[src/eic_pkg.sv]
// Purpose: constants and carrier types of the encoder input/clock config bank
// Assumes: byte-wide registers reached by the serial port register interface
// Notes: register offsets are the byte addresses of the serial port map
//
// What this block does
// RULE1: definition select bit 0: 0 SD modes, 1 HD modes from mode 48.
// RULE2: reference boost bit 7 raises the DAC bandgap reference about 6%.
// RULE3: clock rate bit 0: 0 pixel rate, both edges; 1 double rate, one edge.
// RULE4: output clock rate bit 1: 0 pixel frequency, 1 twice pixel frequency.
// RULE5: input clock invert bit 2 flips the edge used to latch input data.
// RULE6: bit 3: 1 crystal with M and N, 0 input clock with dividers at one.
// RULE7: delay bits 3-0: bit 3 puts clock behind data, bits 2-0 count steps.
// RULE8: black level updates in vertical blanking only while bit 6 is set.
// RULE9: pixel clock pin driven only when bit 1 set; bit 0 inverts it.
// RULE10: output pins drive their data bit; input pins read the sampled level.
// RULE11: direction bits 7-6: 1 input, 0 plain output; both default to input.
// RULE12: input format field bits 2-0 selects how the 12-bit port is read.
// RULE13: sync polarity bits 3 and 4: 0 active low, 1 active high.
// RULE14: sync direction bit 5: 0 sync pins are inputs, 1 device drives them.
// RULE15: embedded sync bit 6 with format 4 takes sync from data codes.
// RULE16: sense 1 holds DACs steady; its fall zeroes unconnected detect bits.
// RULE17: software powers DACs, sets sense, clears it, then reads detect bits.
// RULE18: detect bits 4-1 undefined before a pass; then 1 connected, 0 not.
// RULE19: 3-bit oscillator gain: top in detect bit 6, low two in DAC control.
// RULE20: converter bypass bit 0 sends pixel data straight to the four DACs.
// RULE21: software sets gain bits 2-1 per standard; 01 for HD component.
// RULE22: sync output select bits 4-3 choose the sync on the shared pin.
// RULE23: written fields read back; reserved bits are stored with no effect.
package eic_pkg;
   localparam logic [7:0] ADDR_DEF_MODE = 8'h14;
   localparam logic [7:0] ADDR_CLK_MODE = 8'h1C;
   localparam logic [7:0] ADDR_CLK_DELAY = 8'h1D;
   localparam logic [7:0] ADDR_PIN_CTRL = 8'h1E;
   localparam logic [7:0] ADDR_FMT_CTRL = 8'h1F;
   localparam logic [7:0] ADDR_DETECT = 8'h20;
   localparam logic [7:0] ADDR_DAC_CTRL = 8'h21;

   localparam logic [7:0] RST_DEF_MODE = 8'h02;
   localparam logic [7:0] RST_CLK_MODE = 8'h00;
   localparam logic [7:0] RST_CLK_DELAY = 8'h48;
   localparam logic [7:0] RST_PIN_CTRL = 8'hF0;
   localparam logic [7:0] RST_FMT_CTRL = 8'h80;
   // detect status has no defined value; the stored bits reset like this
   localparam logic [7:0] RST_DETECT = 8'h40;
   localparam logic [7:0] RST_DAC_CTRL = 8'h00;

   localparam int BIT_DEF_SEL = 0;
   localparam int BIT_REF_BOOST = 7;
   localparam int BIT_IN_RATE = 0;
   localparam int BIT_OUT_RATE = 1;
   localparam int BIT_IN_INV = 2;
   localparam int BIT_MASTER = 3;
   localparam int BIT_DLY_BEHIND = 3;
   localparam int BIT_BLACK_EN = 6;
   localparam int BIT_POUT_POL = 0;
   localparam int BIT_POUT_EN = 1;
   localparam int BIT_PIN_DATA = 4;
   localparam int BIT_PIN_DIR = 6;
   localparam int BIT_HS_POL = 3;
   localparam int BIT_VS_POL = 4;
   localparam int BIT_SYNC_DIR = 5;
   localparam int BIT_EMB_SYNC = 6;
   localparam int BIT_IN_BUF = 7;
   localparam int BIT_SENSE = 0;
   localparam int BIT_DETECT_LO = 1;
   localparam int BIT_OSC_HI = 6;
   localparam int BIT_BYPASS = 0;
   localparam int BIT_GAIN_LO = 1;
   localparam int BIT_SYNC_SEL_LO = 3;
   localparam int BIT_OSC_LO = 6;

   localparam logic [2:0] FMT_EMBEDDED = 3'h4;
   localparam logic [3:0] DETECT_MASK = 4'hF;

   typedef enum logic [1:0] {
      EIC_SYNC_NONE = 2'h0,
      EIC_SYNC_VGA_H = 2'h1,
      EIC_SYNC_TV_C = 2'h2,
      EIC_SYNC_TV_H = 2'h3
   } eic_sync_sel_t;

   typedef enum logic [1:0] {
      EIC_SNS_IDLE = 2'h0,
      EIC_SNS_HOLD = 2'h1,
      EIC_SNS_DONE = 2'h3
   } eic_sense_t;

   // register port request
   typedef struct packed {
      logic wr;
      logic rd;
      logic [7:0] addr;
      logic [7:0] wdata;
   } eic_req_t;

   // decoded configuration handed to the datapath
   typedef struct packed {
      logic hd_mode;
      logic ref_boost;
      logic in_double_rate;
      logic out_double_rate;
      logic in_clk_invert;
      logic clk_master;
      logic dly_behind;
      logic [2:0] dly_steps;
      logic black_update_en;
      logic [2:0] in_format;
      logic hs_active_high;
      logic vs_active_high;
      logic sync_drive;
      logic use_embedded_sync;
      logic input_buffer_sel;
      logic converter_bypass;
      logic [1:0] converter_gain;
      logic [2:0] oscillator_gain;
      eic_sync_sel_t sync_out_select;
   } eic_cfg_t;
endpackage

[src/eic_pin_sync.sv]
// Purpose: three-stage synchroniser for pin inputs
// Assumes: pins are asynchronous to mclk
// Notes: a change counts once stages two and three agree
`timescale 1ns/10ps
module eic_pin_sync
#(
   parameter int WIDTH = 2,
   parameter logic [WIDTH-1:0] INIT = '1
)
(
   // clock and reset
   input wire logic mclk,
   input wire logic rst,
   // pins and filtered levels
   input wire logic [WIDTH-1:0] pin,
   output logic [WIDTH-1:0] level
);
   typedef struct packed {
      logic [WIDTH-1:0] s1;
      logic [WIDTH-1:0] s2;
      logic [WIDTH-1:0] s3;
      logic [WIDTH-1:0] lvl;
   } eic_sync_st_t;

   eic_sync_st_t st;
   eic_sync_st_t next_st;

   always_comb
   begin
      next_st = st;
      next_st.s1 = pin;
      next_st.s2 = st.s1;
      next_st.s3 = st.s2;
      for (int i = 0; i < WIDTH; i++)
      begin
         if (st.s2[i] == st.s3[i])
         begin
            next_st.lvl[i] = st.s3[i];
         end
      end
   end

   always_ff @(posedge mclk)
   begin
      if (rst)
      begin
         st <= {INIT, INIT, INIT, INIT};
      end
      else
      begin
         st <= next_st;
      end
   end

   assign level = st.lvl;
endmodule

[src/eic_sense_ctrl.sv]
// Purpose: DAC load-detect sequencing
// Assumes: comparator results are synchronised levels, 1 = load present
// Notes: detect bits change only on the falling edge of the sense bit
`timescale 1ns/10ps
module eic_sense_ctrl
(
   // clock and reset
   input wire logic mclk,
   input wire logic rst,
   // control from the register bank
   input wire logic sense,
   input wire logic [3:0] load_present,
   // status and analog control
   output logic [3:0] load_detect_status,
   output logic dac_hold,
   output logic sense_done
);
   typedef struct packed {
      eic_pkg::eic_sense_t state;
      logic [3:0] status;
   } eic_sense_st_t;

   eic_sense_st_t st;
   eic_sense_st_t next_st;

   always_comb
   begin
      next_st = st;
      unique case (st.state)
         eic_pkg::EIC_SNS_IDLE,
         eic_pkg::EIC_SNS_DONE:
         begin
            if (sense)
            begin
               next_st.state = eic_pkg::EIC_SNS_HOLD;
            end
         end
         eic_pkg::EIC_SNS_HOLD:
         begin
            if (!sense)
            begin
               // unconnected outputs drop to 0; connected ones read 1
               next_st.status = load_present; // RULE16
               next_st.state = eic_pkg::EIC_SNS_DONE; // RULE18
            end
         end
         default:
         begin
            next_st.state = eic_pkg::EIC_SNS_IDLE;
         end
      endcase
   end

   always_ff @(posedge mclk)
   begin
      if (rst)
      begin
         // status is meaningless before a pass; zero keeps simulation clean
         st <= '{state: eic_pkg::EIC_SNS_IDLE, status: 4'h0};
      end
      else
      begin
         st <= next_st;
      end
   end

   assign load_detect_status = st.status;
   assign dac_hold = (st.state == eic_pkg::EIC_SNS_HOLD); // RULE16
   assign sense_done = (st.state == eic_pkg::EIC_SNS_DONE);
endmodule

[src/eic_regs.sv]
// Purpose: input, clock and converter configuration register bank
// Assumes: serial port decoder presents single-cycle read/write strobes
// Notes: read data is registered, valid one cycle after the read strobe
`timescale 1ns/10ps
module eic_regs
(
   // clock and reset
   input wire logic mclk,
   input wire logic rst,
   // serial port register access
   input eic_pkg::eic_req_t req,
   output logic [7:0] rdata,
   output logic rvalid,
   // general purpose pins, oe low while driving
   input wire logic [1:0] gp_pin_in,
   output logic [1:0] gp_pin_out,
   output logic [1:0] gp_pin_oe_n,
   // pixel clock output pin
   input wire logic pixel_clk_src,
   output logic pixel_clk_out,
   output logic pixel_clk_oe_n,
   // sync pins, oe low while driving
   input wire logic hsync_int,
   input wire logic vsync_int,
   output logic hsync_out,
   output logic vsync_out,
   output logic sync_oe_n,
   // sync sources for the shared pin
   input wire logic vga_hsync,
   input wire logic tv_csync,
   input wire logic tv_hsync,
   // black level update request from the timing generator
   input wire logic black_update_req,
   output logic black_update_go,
   // load detect comparators and converter control
   input wire logic [3:0] load_present,
   output logic dac_hold,
   // decoded configuration
   output eic_pkg::eic_cfg_t cfg
);
   typedef struct packed {
      logic [7:0] def_mode;
      logic [7:0] clk_mode;
      logic [7:0] clk_delay;
      logic [7:0] pin_ctrl;
      logic [7:0] fmt_ctrl;
      logic [7:0] detect;
      logic [7:0] dac_ctrl;
      logic [7:0] rdata;
      logic rvalid;
      logic black_go;
      logic [1:0] gp_out;
      logic [1:0] gp_oe_n;
   } eic_reg_st_t;

   eic_reg_st_t st;
   eic_reg_st_t next_st;
   logic [1:0] gp_level;
   logic [3:0] det_status;
   logic [7:0] detect_view;
   logic [7:0] pin_view;
   logic shared_sync;
   logic shared_sync_on;

   eic_pin_sync #(
      .WIDTH(2),
      .INIT(2'h3)
   ) u_gp_sync (
      .mclk(mclk),
      .rst(rst),
      .pin(gp_pin_in),
      .level(gp_level)
   );

   eic_sense_ctrl u_sense (
      .mclk(mclk),
      .rst(rst),
      .sense(st.detect[eic_pkg::BIT_SENSE]),
      .load_present(load_present),
      .load_detect_status(det_status),
      .dac_hold(dac_hold),
      .sense_done()
   );

   // read views: detect bits come from the sensing pass, input pins from the pads
   always_comb
   begin
      detect_view = st.detect;
      detect_view[eic_pkg::BIT_DETECT_LO +: 4] = det_status; // RULE18
      pin_view = st.pin_ctrl;
      for (int i = 0; i < 2; i++)
      begin
         if (st.pin_ctrl[eic_pkg::BIT_PIN_DIR + i])
         begin
            pin_view[eic_pkg::BIT_PIN_DATA + i] = gp_level[i]; // RULE10
         end
      end
   end

   // shared pin carries sync whenever a source is selected, whatever its direction bit
   always_comb
   begin
      shared_sync_on = 1'b1;
      unique case (cfg.sync_out_select) // RULE22
         eic_pkg::EIC_SYNC_NONE:
         begin
            shared_sync = 1'b0;
            shared_sync_on = 1'b0;
         end
         eic_pkg::EIC_SYNC_VGA_H:
         begin
            shared_sync = vga_hsync;
         end
         eic_pkg::EIC_SYNC_TV_C:
         begin
            shared_sync = tv_csync;
         end
         eic_pkg::EIC_SYNC_TV_H:
         begin
            shared_sync = tv_hsync;
         end
      endcase
   end

   always_comb
   begin
      next_st = st;
      next_st.rvalid = req.rd;
      if (req.wr)
      begin
         // all fields hold written value; reserved bits are plain storage
         unique case (req.addr) // RULE23
            eic_pkg::ADDR_DEF_MODE: next_st.def_mode = req.wdata;
            eic_pkg::ADDR_CLK_MODE: next_st.clk_mode = req.wdata;
            eic_pkg::ADDR_CLK_DELAY: next_st.clk_delay = req.wdata;
            eic_pkg::ADDR_PIN_CTRL: next_st.pin_ctrl = req.wdata;
            eic_pkg::ADDR_FMT_CTRL: next_st.fmt_ctrl = req.wdata;
            eic_pkg::ADDR_DETECT: next_st.detect = req.wdata;
            eic_pkg::ADDR_DAC_CTRL: next_st.dac_ctrl = req.wdata;
            default: next_st.def_mode = st.def_mode;
         endcase
      end
      if (req.rd)
      begin
         unique case (req.addr)
            eic_pkg::ADDR_DEF_MODE: next_st.rdata = st.def_mode;
            eic_pkg::ADDR_CLK_MODE: next_st.rdata = st.clk_mode;
            eic_pkg::ADDR_CLK_DELAY: next_st.rdata = st.clk_delay;
            eic_pkg::ADDR_PIN_CTRL: next_st.rdata = pin_view;
            eic_pkg::ADDR_FMT_CTRL: next_st.rdata = st.fmt_ctrl;
            eic_pkg::ADDR_DETECT: next_st.rdata = detect_view;
            eic_pkg::ADDR_DAC_CTRL: next_st.rdata = st.dac_ctrl;
            default: next_st.rdata = 8'h00;
         endcase
      end
      // updates only pass while enabled; otherwise the request is dropped
      next_st.black_go = black_update_req &&
         st.clk_delay[eic_pkg::BIT_BLACK_EN]; // RULE8
      for (int i = 0; i < 2; i++)
      begin
         next_st.gp_oe_n[i] = st.pin_ctrl[eic_pkg::BIT_PIN_DIR + i]; // RULE11
         next_st.gp_out[i] = st.pin_ctrl[eic_pkg::BIT_PIN_DATA + i]; // RULE10
      end
      // pin 1 doubles as the sync output when a source is selected
      if (shared_sync_on)
      begin
         next_st.gp_oe_n[1] = 1'b0; // RULE22
         next_st.gp_out[1] = shared_sync;
      end
   end

   always_ff @(posedge mclk)
   begin
      if (rst)
      begin
         st <= '{def_mode: eic_pkg::RST_DEF_MODE,
                 clk_mode: eic_pkg::RST_CLK_MODE,
                 clk_delay: eic_pkg::RST_CLK_DELAY,
                 pin_ctrl: eic_pkg::RST_PIN_CTRL,
                 fmt_ctrl: eic_pkg::RST_FMT_CTRL,
                 detect: eic_pkg::RST_DETECT,
                 dac_ctrl: eic_pkg::RST_DAC_CTRL,
                 rdata: 8'h00,
                 rvalid: 1'b0,
                 black_go: 1'b0,
                 gp_out: 2'h0,
                 gp_oe_n: 2'h3};
      end
      else
      begin
         st <= next_st;
      end
   end

   // decoded configuration
   always_comb
   begin
      cfg.hd_mode = st.def_mode[eic_pkg::BIT_DEF_SEL]; // RULE1
      cfg.ref_boost = st.def_mode[eic_pkg::BIT_REF_BOOST]; // RULE2
      cfg.in_double_rate = st.clk_mode[eic_pkg::BIT_IN_RATE]; // RULE3
      cfg.out_double_rate = st.clk_mode[eic_pkg::BIT_OUT_RATE]; // RULE4
      cfg.in_clk_invert = st.clk_mode[eic_pkg::BIT_IN_INV]; // RULE5
      cfg.clk_master = st.clk_mode[eic_pkg::BIT_MASTER]; // RULE6
      cfg.dly_behind = st.clk_delay[eic_pkg::BIT_DLY_BEHIND]; // RULE7
      cfg.dly_steps = st.clk_delay[2:0]; // RULE7
      cfg.black_update_en = st.clk_delay[eic_pkg::BIT_BLACK_EN];
      cfg.in_format = st.fmt_ctrl[2:0]; // RULE12
      cfg.hs_active_high = st.fmt_ctrl[eic_pkg::BIT_HS_POL]; // RULE13
      cfg.vs_active_high = st.fmt_ctrl[eic_pkg::BIT_VS_POL]; // RULE13
      cfg.sync_drive = st.fmt_ctrl[eic_pkg::BIT_SYNC_DIR]; // RULE14
      // embedded sync is only honoured for the embedded-code format
      cfg.use_embedded_sync = st.fmt_ctrl[eic_pkg::BIT_EMB_SYNC] &&
         (st.fmt_ctrl[2:0] == eic_pkg::FMT_EMBEDDED); // RULE15
      cfg.input_buffer_sel = st.fmt_ctrl[eic_pkg::BIT_IN_BUF];
      cfg.converter_bypass = st.dac_ctrl[eic_pkg::BIT_BYPASS]; // RULE20
      cfg.converter_gain = st.dac_ctrl[eic_pkg::BIT_GAIN_LO +: 2];
      cfg.oscillator_gain = {st.detect[eic_pkg::BIT_OSC_HI],
         st.dac_ctrl[eic_pkg::BIT_OSC_LO +: 2]}; // RULE19
      cfg.sync_out_select = eic_pkg::eic_sync_sel_t'(
         st.dac_ctrl[eic_pkg::BIT_SYNC_SEL_LO +: 2]);
   end

   assign rdata = st.rdata;
   assign rvalid = st.rvalid;
   assign black_update_go = st.black_go;
   assign gp_pin_out = st.gp_out;
   assign gp_pin_oe_n = st.gp_oe_n;
   // clock path stays combinational so the pad sees no mclk sampling
   assign pixel_clk_out =
      pixel_clk_src ^ st.pin_ctrl[eic_pkg::BIT_POUT_POL]; // RULE9
   assign pixel_clk_oe_n = ~st.pin_ctrl[eic_pkg::BIT_POUT_EN]; // RULE9
   assign hsync_out = hsync_int;
   assign vsync_out = vsync_int;
   assign sync_oe_n = ~st.fmt_ctrl[eic_pkg::BIT_SYNC_DIR]; // RULE14
endmodule

[config.mk]
export PLATFORM = sky130hd
export DESIGN_NAME = eic_regs
export DESIGN_NICKNAME = d
export VERILOG_FILES = /design/src/eic_pkg.sv /design/src/eic_pin_sync.sv /design/src/eic_sense_ctrl.sv /design/src/eic_regs.sv
export SDC_FILE = /design/constraint.sdc
export NUM_CORES = 1
export LEC_CHECK = 0
export CORE_ASPECT_RATIO = 1.4
export CORE_MARGIN = 1
export CORE_UTILIZATION = 65
export CTS_CLUSTER_SIZE = 8
export DETAILED_ROUTE_END_ITERATION = 10
export DONT_BUFFER_PORTS = 1
export PLACE_DENSITY = 0.91
export SYNTH_ARGS = -nofsm -noshare
export SYNTH_HDL_FRONTEND = slang
export SYNTH_HIERARCHICAL = 1
export SYNTH_SLANG_ARGS = --single-unit
[constraint.sdc]
create_clock -name mclk -period 2.7 [get_ports mclk]
set_input_delay 0.675 -clock mclk [delete_from_list [all_inputs] [get_ports mclk]]
set_output_delay 0.675 -clock mclk [all_outputs]
set_load 0.02 [all_outputs]
==> Word level (Yosys, flattened, before mapping) <==
Index checks and enable logic that the tools add are counted.
{ "op_classes": {"mux": 9, "reduce_logical": 14, "eq_ne": 17, "bitwise_logic": 4} }
{ "op_table": {"columns": ["operator", "n"], "rows": [
  ["one-hot mux 8 bit (7 select lines)", 1],
  ["equality test 8 x 5 -> 1 bit, second input constant", 5],
  ["AND reduction 2 bit", 9],
  ["equality test 8 x 6 -> 1 bit, second input constant", 2],
  ["equality test 2 bit, second input constant", 3],
  ["2-to-1 mux 6 bit", 1],
  ["equality test 2 x 1 -> 1 bit, second input constant", 2],
  ["zero test 2 bit", 2],
  ["2-to-1 mux 1 bit", 4],
  ["inequality test 2 bit, second input constant", 2],
  ["one-hot mux 2 bit (2 select lines)", 1],
  ["equality test 3 bit, second input constant", 1],
  ["inverter 1 bit", 3],
  ["one-hot mux 1 bit (3 select lines)", 1],
  ["equality test 1 bit", 2],
  ["logical AND 1 bit", 2],
  ["2-to-1 mux 2 bit", 1],
  ["OR reduction 2 bit", 1],
  ["bitwise XOR 1 bit", 1]
]} }
{ "word_totals": {"out_inout_bits": 47, "word_cells": 63, "ff_bits": 84} }

==> Longest topological paths before layout <==
Gate-level depths: netlist (run 1).
{ "depth": {"word_depth": 4, "ltp_mapped": 6} }

==> Cells and area by module <==
Netlist (run 1), hierarchy kept.
{ "by_module_without_submodules": {"columns": ["mod", "instances", "seq_area_each_um2", "cells_each", "area_per_inst_um2"], "rows": [
  ["eic_regs", 1, 1321.3, 337, 3340.7],
  ["eic_sense_ctrl", 1, 120.1, 34, 316.6],
  ["eic_pin_sync", 1, 160.2, 22, 245.2]
]} }

==> Least setup slack after synthesis (run 1) <==
Ideal clock, no wire load.
{ "synth_path": {"path_kind": "input-to-reg", "startpoint": "input req[9] (netlist bit)", "endpoint": "register st[63] (netlist bit)", "slack_ps": 770, "path_stages": 4, "required_ps": 2580, "setup_time_ps": 120, "t_arrival_ps": 1810, "path_cell_list": "buf_6 > nor4_4 > nand4_4 > a211o_1"} }
{ "synth_via": {"elab_chain_len": 2} }
{ "synth_lines": {"columns": ["element", "line_no", "source"], "rows": [
  ["start, declared", "eic_regs.sv:11", "input eic_pkg::eic_req_t req,"],
  ["equality test 8 x 5 -> 1 bit", "eic_regs.sv:132", "unique case (req.addr)"],
  ["AND reduction 2 bit (no line)", null, null],
  ["end signal, assigned", "eic_regs.sv:176", "st <= '{def_mode: eic_pkg::RST_DEF_MODE,"],
  ["end signal, assigned", "eic_regs.sv:191", "st <= next_st;"],
  ["end, declared", "eic_regs.sv:56", "eic_reg_st_t st;"]
]} }
No other way between the ends.
A chain may end at the register's enable or synchronous reset.

==> results.sh, run 1 <==
export IMPL_hold_slack_ps=383
export IMPL_rrSetupSlack_ps=950
export IMPL_fillCellCount=464
export IMPL_status="completed"
export IMPL_met2WireLength_mm=4.17
export IMPL_wl_met3_microns=774
export IMPL_die_x_microns=67.4
export IMPL_power_frac_comb=0.024
export IMPL_layout_common_cells="80 x dfxtp_1, 55 x mux2i_1, 54 x nor2_1"
export IMPL_synthToLayoutAreaGrowth_pct=-3.31
export IMPL_cts_htree_levels=3
export IMPL_cp_required_ps=2030
export IMPL_synthesis_nets=427
export IMPL_holdBufCountCts=0
export IMPL_fmax_mhz=478
export IMPL_period_share=0.774
export IMPL_p_leak_nw=1.53
export IMPL_crit_path_end_kind="output pin"
export IMPL_die_h_microns=93.5
export IMPL_cap_viol_max_count=0
export IMPL_hpwlAfterDp_mm=5.86
export IMPL_clk_pin_slew_ps=80
export IMPL_hold_violations=0
export IMPL_fin_skew_ps=4.72
export IMPL_cts_max_path_buffers=2
export IMPL_wire_per_inst_microns=19.5
export IMPL_swShare=0.224
export IMPL_finalSetupTns_ps=0
export IMPL_drv_slew=0
export IMPL_p_sw_mw=0.480
export IMPL_r2r_start="next_st[0]"
export IMPL_finalNonFillerCells=418
export IMPL_drt_pass1_iter_count=4
export IMPL_final_util=0.646
export IMPL_power_frac_seq=0.556
export IMPL_syn_inst=392
export IMPL_viasPerCell=6.25
export IMPL_overflow=0
export IMPL_r2r_cells=4
export IMPL_die_area_sq_um=6300
export IMPL_cts_root_buf="clkbuf_8"
export IMPL_cts_tree="yes"
export IMPL_cts_setup_buffers=0
export IMPL_rows=33
export IMPL_final_area_sq_um=3760
export IMPL_numCtsBuffers=9
export IMPL_path_cells="nand2_1 > nor3_1"
export IMPL_cp_num_buf_inv=0
export IMPL_timing_final_crit_period_ps=2090
export IMPL_pwr_share_clk=0.420
export IMPL_placed_cells=402
export IMPL_worst_pin_slew_ps=638
export IMPL_place_area_sq_um=3560
export IMPL_slowest_delay_ps=490
export IMPL_critPathLaunch="cfg[15]"
export IMPL_arrival_ps=1420
export IMPL_postCtsResizedCells=0
export IMPL_port_buffers=0
export IMPL_top_layer="met4"
export IMPL_hold_path_class="primary input to flip-flop"
export IMPL_peakVddDrop_uv=469
export IMPL_grt_pass1_vias=2491
export IMPL_drt_iter0_markers=107
export IMPL_grtUsageTotal=0.276
export IMPL_power_density_nw_per_um2=571
export IMPL_relSlewSlack=0.574
export IMPL_cp_start_kind="flip-flop"
export IMPL_crit_path_end="cfg[9]"
export IMPL_antenna_diode_count=0
export IMPL_worstSetupPathType="flip-flop to output pin"
export IMPL_clock_sinks=80
export IMPL_ios=80
export IMPL_gp_congestion=0.910
export IMPL_routed_wirelength_mm=8.13
export IMPL_fin_nets=378
export IMPL_grt_first_pass_wirelength_mm=12.5
export IMPL_finalSetupViolCount=0
export IMPL_grt_start_max_net_pins=74
export IMPL_syn_avg_cell_area_sq_um=9.92
export IMPL_yosys_warnings=6
export IMPL_wl_met1_mm=2.95
export IMPL_critical_path_depth=2
export IMPL_clkLatencyLatePin_ps=360
export IMPL_critical_path_top_delay_family="simple AND/OR/NAND/NOR gates"
export IMPL_drc=0
export IMPL_vias=2613
export IMPL_final_common_cell="dfxtp_1"
export IMPL_p_int_mw=1.67
export IMPL_rr_endpoint="rdata[4]"
export IMPL_floorplan_initialDensity=0.668
export IMPL_ant_nets=0
export IMPL_drive_gt1_frac=0.138
export IMPL_regArea_sq_um=1600
export IMPL_antenna_found_initial=0
export IMPL_cp_slowest_cell="dfxtp_1"
export IMPL_syn_area_sq_um=3890
export IMPL_core_sq_um=5820
export IMPL_multi_input_area_sq_um=1820
export IMPL_rsz0062_at_grt="false"
export IMPL_path_max_fanout=4
==> power by group through the flow <==
stage | combinational [mW] | sequential [mW] | clock, mW
after CTS | 0.0516 | 1.20 | 0.909
after detailed placement | 0.0514 | 1.22 | 0
after global routing | 0.0550 | 1.20 | 0.959
final | 0.0515 | 1.20 | 0.902
after global placement | 0.0502 | 1.22 | 0
after floorplan | 0.0830 | 1.22 | 0
==> worst min path at each step <==
| stage | slack (ps) | depth (start not counted) | end | startpoint |
|---|---|---|---|---|
| finish | 380 | 1 | gp_pin_out[1] | rst |
| global route | 360 | 1 | gp_pin_out[0] | rst |
| CTS | 370 | 1 | st[66] | rst |
| detailed placement | 400 | 1 | u_gp_sync/next_st[2] | u_gp_sync/next_st[4] |
| global placement | 400 | 1 | u_gp_sync/next_st[2] | u_gp_sync/next_st[4] |
| floorplan | 380 | 1 | u_gp_sync/next_st[2] | u_gp_sync/next_st[4] |
==> state kept, by name, summed over array words and instances (netlist names), 3 cells and up <==
| name | flops |
|---|---|
| cfg | 26 |
| detect_view | 3 |
| pin_view | 5 |
| rdata | 8 |
| st | 16 |
| u_gp_sync/next_st | 4 |
| u_sense/load_detect_status | 4 |
==> per-stage QoR <==
step                      setup WS [ps]  power (mW)
after floorplan                     770        1.30
after global placement              580        1.27
after global routing                543        2.21
final                               609        2.15
after detailed placement            516        1.27
after CTS                           588        2.16
==> layout make-up <==
class	instances	share of cell area
clock buffers	10	0.0366
clock inverters	6	0.0180
inverters	6	0.00599
multi-input cells	243	0.484
flip-flops and latches	80	0.426
well taps	70	0.0233
repair buffers	3	0.00599
==> layer usage <==
layer | GRT usage | vias up
met4 | 0.135 | 0
met3 | 0.117 | 27
met1 | 0.299 | 1238
met5 | 0 | -
li1 | - | 1225
met2 | 0.451 | 123
Power figures use the tool's default switching activity.
==> run 2: changes to the inputs <==
- ABC_AREA: default -> 1
- CORE_UTILIZATION: 65 -> 63
- PLACE_DENSITY: 0.91 -> 0.89
- clock period: 2.7 -> 2.03 ns (I/O delays scaled with it)
==> run 2 against run 1 <==
Register-to-register slack got worse by 200 ps. Combinational power rose to 5.3 times the previous value. Clock skew rose by 2.5 ps. Final area rose by 4.7%. Critical path type unchanged.
==> results.sh, run 2 <==
export IMPL_status="completed"
export IMPL_power_density_nw_per_um2=824
export IMPL_synthesis_nets=569
export IMPL_p_leak_nw=1.74
export IMPL_fmax_mhz=541
export IMPL_die_area_sq_um=6760
export IMPL_syn_avg_cell_area_sq_um=7.59
export IMPL_drc=0
export IMPL_worstSetupPathType="flip-flop to output pin"
export IMPL_final_area_sq_um=3940
export IMPL_cts_setup_buffers=0
export IMPL_arrival_ps=1340
export IMPL_yosys_warnings=6
export IMPL_die_h_microns=96.9
export IMPL_hpwlAfterDp_mm=6.54
export IMPL_layout_common_cells="82 x nand2_1, 80 x dfxtp_1, 58 x inv_1"
export IMPL_peakVddDrop_uv=610
export IMPL_fin_skew_ps=7.24
export IMPL_place_area_sq_um=3710
export IMPL_finalSetupTns_ps=0
export IMPL_grt_start_max_net_pins=48
export IMPL_antenna_found_initial=0
export IMPL_finalNonFillerCells=563
export IMPL_path_max_fanout=3
export IMPL_final_common_cell="nand2_1"
export IMPL_synthToLayoutAreaGrowth_pct=-2.81
export IMPL_fin_nets=521
export IMPL_worst_pin_slew_ps=454
export IMPL_cts_tree="yes"
export IMPL_relSlewSlack=0.696
export IMPL_cp_required_ps=1520
export IMPL_path_cells="inv_1 > nor4_1 > buf_4"
export IMPL_hold_path_class="primary input to flip-flop"
export IMPL_drt_pass1_iter_count=5
export IMPL_ios=80
export IMPL_drt_iter0_markers=349
export IMPL_fillCellCount=532
export IMPL_clkLatencyLatePin_ps=360
export IMPL_p_total_mw=3.24
export IMPL_clk_pin_slew_ps=80
export IMPL_cp_start_kind="flip-flop"
export IMPL_cap_viol_max_count=0
export IMPL_viasPerCell=5.75
export IMPL_port_buffers=0
export IMPL_cts_max_path_buffers=2
export IMPL_numCtsBuffers=9
export IMPL_hold_violations=0
export IMPL_rows=34
export IMPL_antenna_diode_count=0
export IMPL_clock_sinks=80
export IMPL_overflow=0
export IMPL_timing_final_crit_period_ps=1850
export IMPL_placed_cells=547
export IMPL_gp_congestion=0.941
export IMPL_wire_per_inst_microns=16.1
export IMPL_cp_slowest_cell="dfxtp_1"
export IMPL_vias=3240
export IMPL_floorplan_initialDensity=0.652
export IMPL_drive_gt1_frac=0.128
export IMPL_rsz0062_at_grt="false"
export IMPL_postCtsResizedCells=0
export IMPL_grt_first_pass_wirelength_mm=14.9
export IMPL_routed_wirelength_mm=9.07
export IMPL_slowest_delay_ps=480
export IMPL_period_share=0.910
export IMPL_grtUsageTotal=0.278
export IMPL_die_x_microns=69.8
export IMPL_rrSetupSlack_ps=750
export IMPL_grt_pass1_vias=3105
export IMPL_cts_htree_levels=3
export IMPL_hold_slack_ps=214
export IMPL_largest_register_ffs=26
export IMPL_drv_slew=0
export IMPL_holdBufCountCts=0
export IMPL_syn_area_sq_um=4050
export IMPL_ant_nets=0
export IMPL_syn_inst=534
export IMPL_cts_root_buf="clkbuf_8"
export IMPL_core_sq_um=6210
export IMPL_finalSetupViolCount=0
export IMPL_crit_path_end_kind="output pin"
-- run 2: per-stage QoR --
stage	util	setup slack (ps)
after floorplan	-	464
after global placement	0.597	407
after detailed placement	0.597	346
after CTS	0.634	159
after global routing	0.634	104
final	0.634	183
-- run 2: final timing paths --
check	to	start	cells past startpoint
worst min register to register	u_gp_sync/next_st[3]	u_gp_sync/next_st[5]	1
worst max-delay path	cfg[9]	cfg[15]	3
worst max register to register	u_sense/load_detect_status[0]	u_sense/st[5]	5
worst min-delay path	u_sense/st[5]	rst	1
-- run 2: layout make-up --
cell class	count	area (sq um)	share of cell area
Clock buffer	10	138	0.0350
Clock inverter	6	91.3	0.0232
Inverter	67	256	0.0651
Multi-Input combinational cell	324	1720	0.436
Sequential cell	80	1600	0.407
Tap cell	72	90.1	0.0229
Timing Repair Buffer	4	42.5	0.0108
-- run 2: power by group --
| part | switching [mW] | internal, mW |
|---|---|---|
| Sequential | 0.0318 | 1.61 |
| Combinational | 0.188 | 0.0853 |
| Clock | 0.592 | 0.732 |
-- run 2: critical path, delay by kind of cell (launching register included) --
family        cells  cell delay [ps]
simple gates      1              230
flops             1              480
buf+inv           2              290
-- run 2: routing by layer --
metal | vias up | wire (microns) | global-route usage
li1 | 1572 | - | -
met1 | 1519 | 3480 | 0.315
met2 | 126 | 4670 | 0.479
met3 | 23 | 638 | 0.0688
met4 | 0 | 286 | 0.137
met5 | - | 0 | 0
==> run 3: changes to the inputs <==
- ABC_AREA: 1 -> 0
- CORE_UTILIZATION: 63 -> 30
- PLACE_DENSITY: 0.89 -> 0.54
==> run 3 against run 2 <==
The run now ends with design-rule violations left. Count of clock-buffer cells in the layout down 1. Die area grew 99%. Maximum frequency up 2.3%. Utilization fell by 31 points. Sequential share of layout area is 0.93 points lower. Largest cell class unchanged. Largest power group is now the clock network.
==> results.sh, run 3 (synthesized netlist as in run 1, its figures left out) <==
export IMPL_cts_tree="yes"
export IMPL_antenna_diode_count=0
export IMPL_finalSetupViolCount=0
export IMPL_power_density_nw_per_um2=843
export IMPL_fmax_mhz=554
export IMPL_fin_nets=385
export IMPL_layout_common_cells="80 x dfxtp_1, 55 x mux2i_1, 54 x nor2_1"
export IMPL_path_cells="nand2_1 > nor3_1 > buf_4"
export IMPL_cts_max_path_buffers=2
export IMPL_cts_root_buf="clkbuf_16"
export IMPL_final_util=0.323
export IMPL_drt_iter0_markers=92
export IMPL_grt_start_max_net_pins=74
export IMPL_finalNonFillerCells=505
export IMPL_status="finished with violations"
export IMPL_worstSetupPathType="flip-flop to output pin"
export IMPL_antenna_found_initial=0
export IMPL_clock_sinks=80
export IMPL_final_area_sq_um=4030
export IMPL_cp_required_ps=1520
export IMPL_critical_path_depth=3
export IMPL_grt_pass1_vias=2504
export IMPL_hold_violations=0
export IMPL_grt_first_pass_wirelength_mm=14.9
export IMPL_postCtsResizedCells=0
export IMPL_die_x_microns=98.2
export IMPL_drive_gt1_frac=0.155
export IMPL_worst_pin_slew_ps=644
export IMPL_placed_cells=489
export IMPL_cts_htree_levels=3
export IMPL_relSlewSlack=0.568
export IMPL_hold_path_class="primary input to flip-flop"
export IMPL_fin_skew_ps=6.03
export IMPL_ant_nets=0
export IMPL_cts_setup_buffers=0
export IMPL_rsz0062_at_grt="false"
export IMPL_slowest_delay_ps=510
export IMPL_wire_per_inst_microns=19.1
export IMPL_drv_slew=0
export IMPL_overflow=0
export IMPL_ios=80
export IMPL_cp_start_kind="flip-flop"
export IMPL_viasPerCell=4.99
export IMPL_clkLatencyLatePin_ps=340
export IMPL_holdBufCountCts=0
export IMPL_crit_path_end_kind="output pin"
export IMPL_period_share=0.889
export IMPL_min_path_cells=1
export IMPL_arrival_ps=1300
export IMPL_routed_wirelength_mm=9.63
export IMPL_critical_path_top_delay_family="flip-flops"
export IMPL_floorplan_initialDensity=0.311
export IMPL_gp_congestion=0.776
export IMPL_final_common_cell="dfxtp_1"
export IMPL_rows=48
export IMPL_violations="design-rule violations"
export IMPL_peakVddDrop_uv=382
export IMPL_timing_final_crit_period_ps=1810
export IMPL_path_max_fanout=4
export IMPL_finalSetupTns_ps=0
export IMPL_numCtsBuffers=9
export IMPL_die_area_sq_um=13400
export IMPL_place_area_sq_um=3710
export IMPL_die_h_microns=137
export IMPL_drt_pass1_iter_count=7
export IMPL_cap_viol_max_count=0
export IMPL_grtUsageTotal=0.149
export IMPL_p_leak_nw=1.62
export IMPL_clk_pin_slew_ps=60
export IMPL_cp_slowest_cell="dfxtp_1"
export IMPL_largest_register_ffs=26
export IMPL_cp_num_buf_inv=1
export IMPL_vias=2518
export IMPL_drc=2
export IMPL_hpwlAfterDp_mm=7.21
export IMPL_r2r_cells=4
export IMPL_core_sq_um=12500
export IMPL_synthToLayoutAreaGrowth_pct=3.60
export IMPL_port_buffers=0
export IMPL_hold_slack_ps=230
run 3: worst paths after layout:
path         slack [ps]              endpoint                 start
min                 230                cfg[2]                   rst
min reg2reg         410  u_gp_sync/next_st[3]  u_gp_sync/next_st[5]
max reg2reg         330              rdata[4]            next_st[0]
max                 220                cfg[9]               cfg[15]
run 3: cell type report:
class / instances / area [sq um]
clock buffer: 9 / 225
multi-input combinational: 243 / 1820
fill: 1293 / 8460
timing repair buffer: 10 / 75.1
inverter: 6 / 22.5
sequential: 80 / 1600
tap: 150 / 188
clock inverter: 7 / 96.3
run 3: report_power, final:
group / internal [mW] / total, mW / leakage, nW / switching (mW)
registers: 1.58 / 1.59 / 0.647 / 0.0118
clock network: 1.08 / 1.73 / 0.159 / 0.657
logic: 0.0383 / 0.0724 / 0.814 / 0.0341
run 3: per-layer routing:
layer  wire (microns)  global-route usage  vias to the layer above
li1                 -                   -                     1240
met4              250              0.0763                        0
met1             3800               0.158                     1200
met2             4820               0.256                       60
met5                0                   0                        -
met3              760              0.0598                       18
run 3: worst register-to-register path, cell delays in order, from the launching register on:
cell and delay [ps]:
dfxtp_1 380, mux2_2 340, mux4_2 450, a221oi_1 320, o21ai_1 90
run 3: metrics by stage:
stage | setup slack, ps | power [mW]
floorplan | 267 | 1.73
global placement | 220 | 1.70
finish | 225 | 3.40
CTS | 182 | 3.43
detailed placement | 233 | 1.70
global route | 127 | 3.50
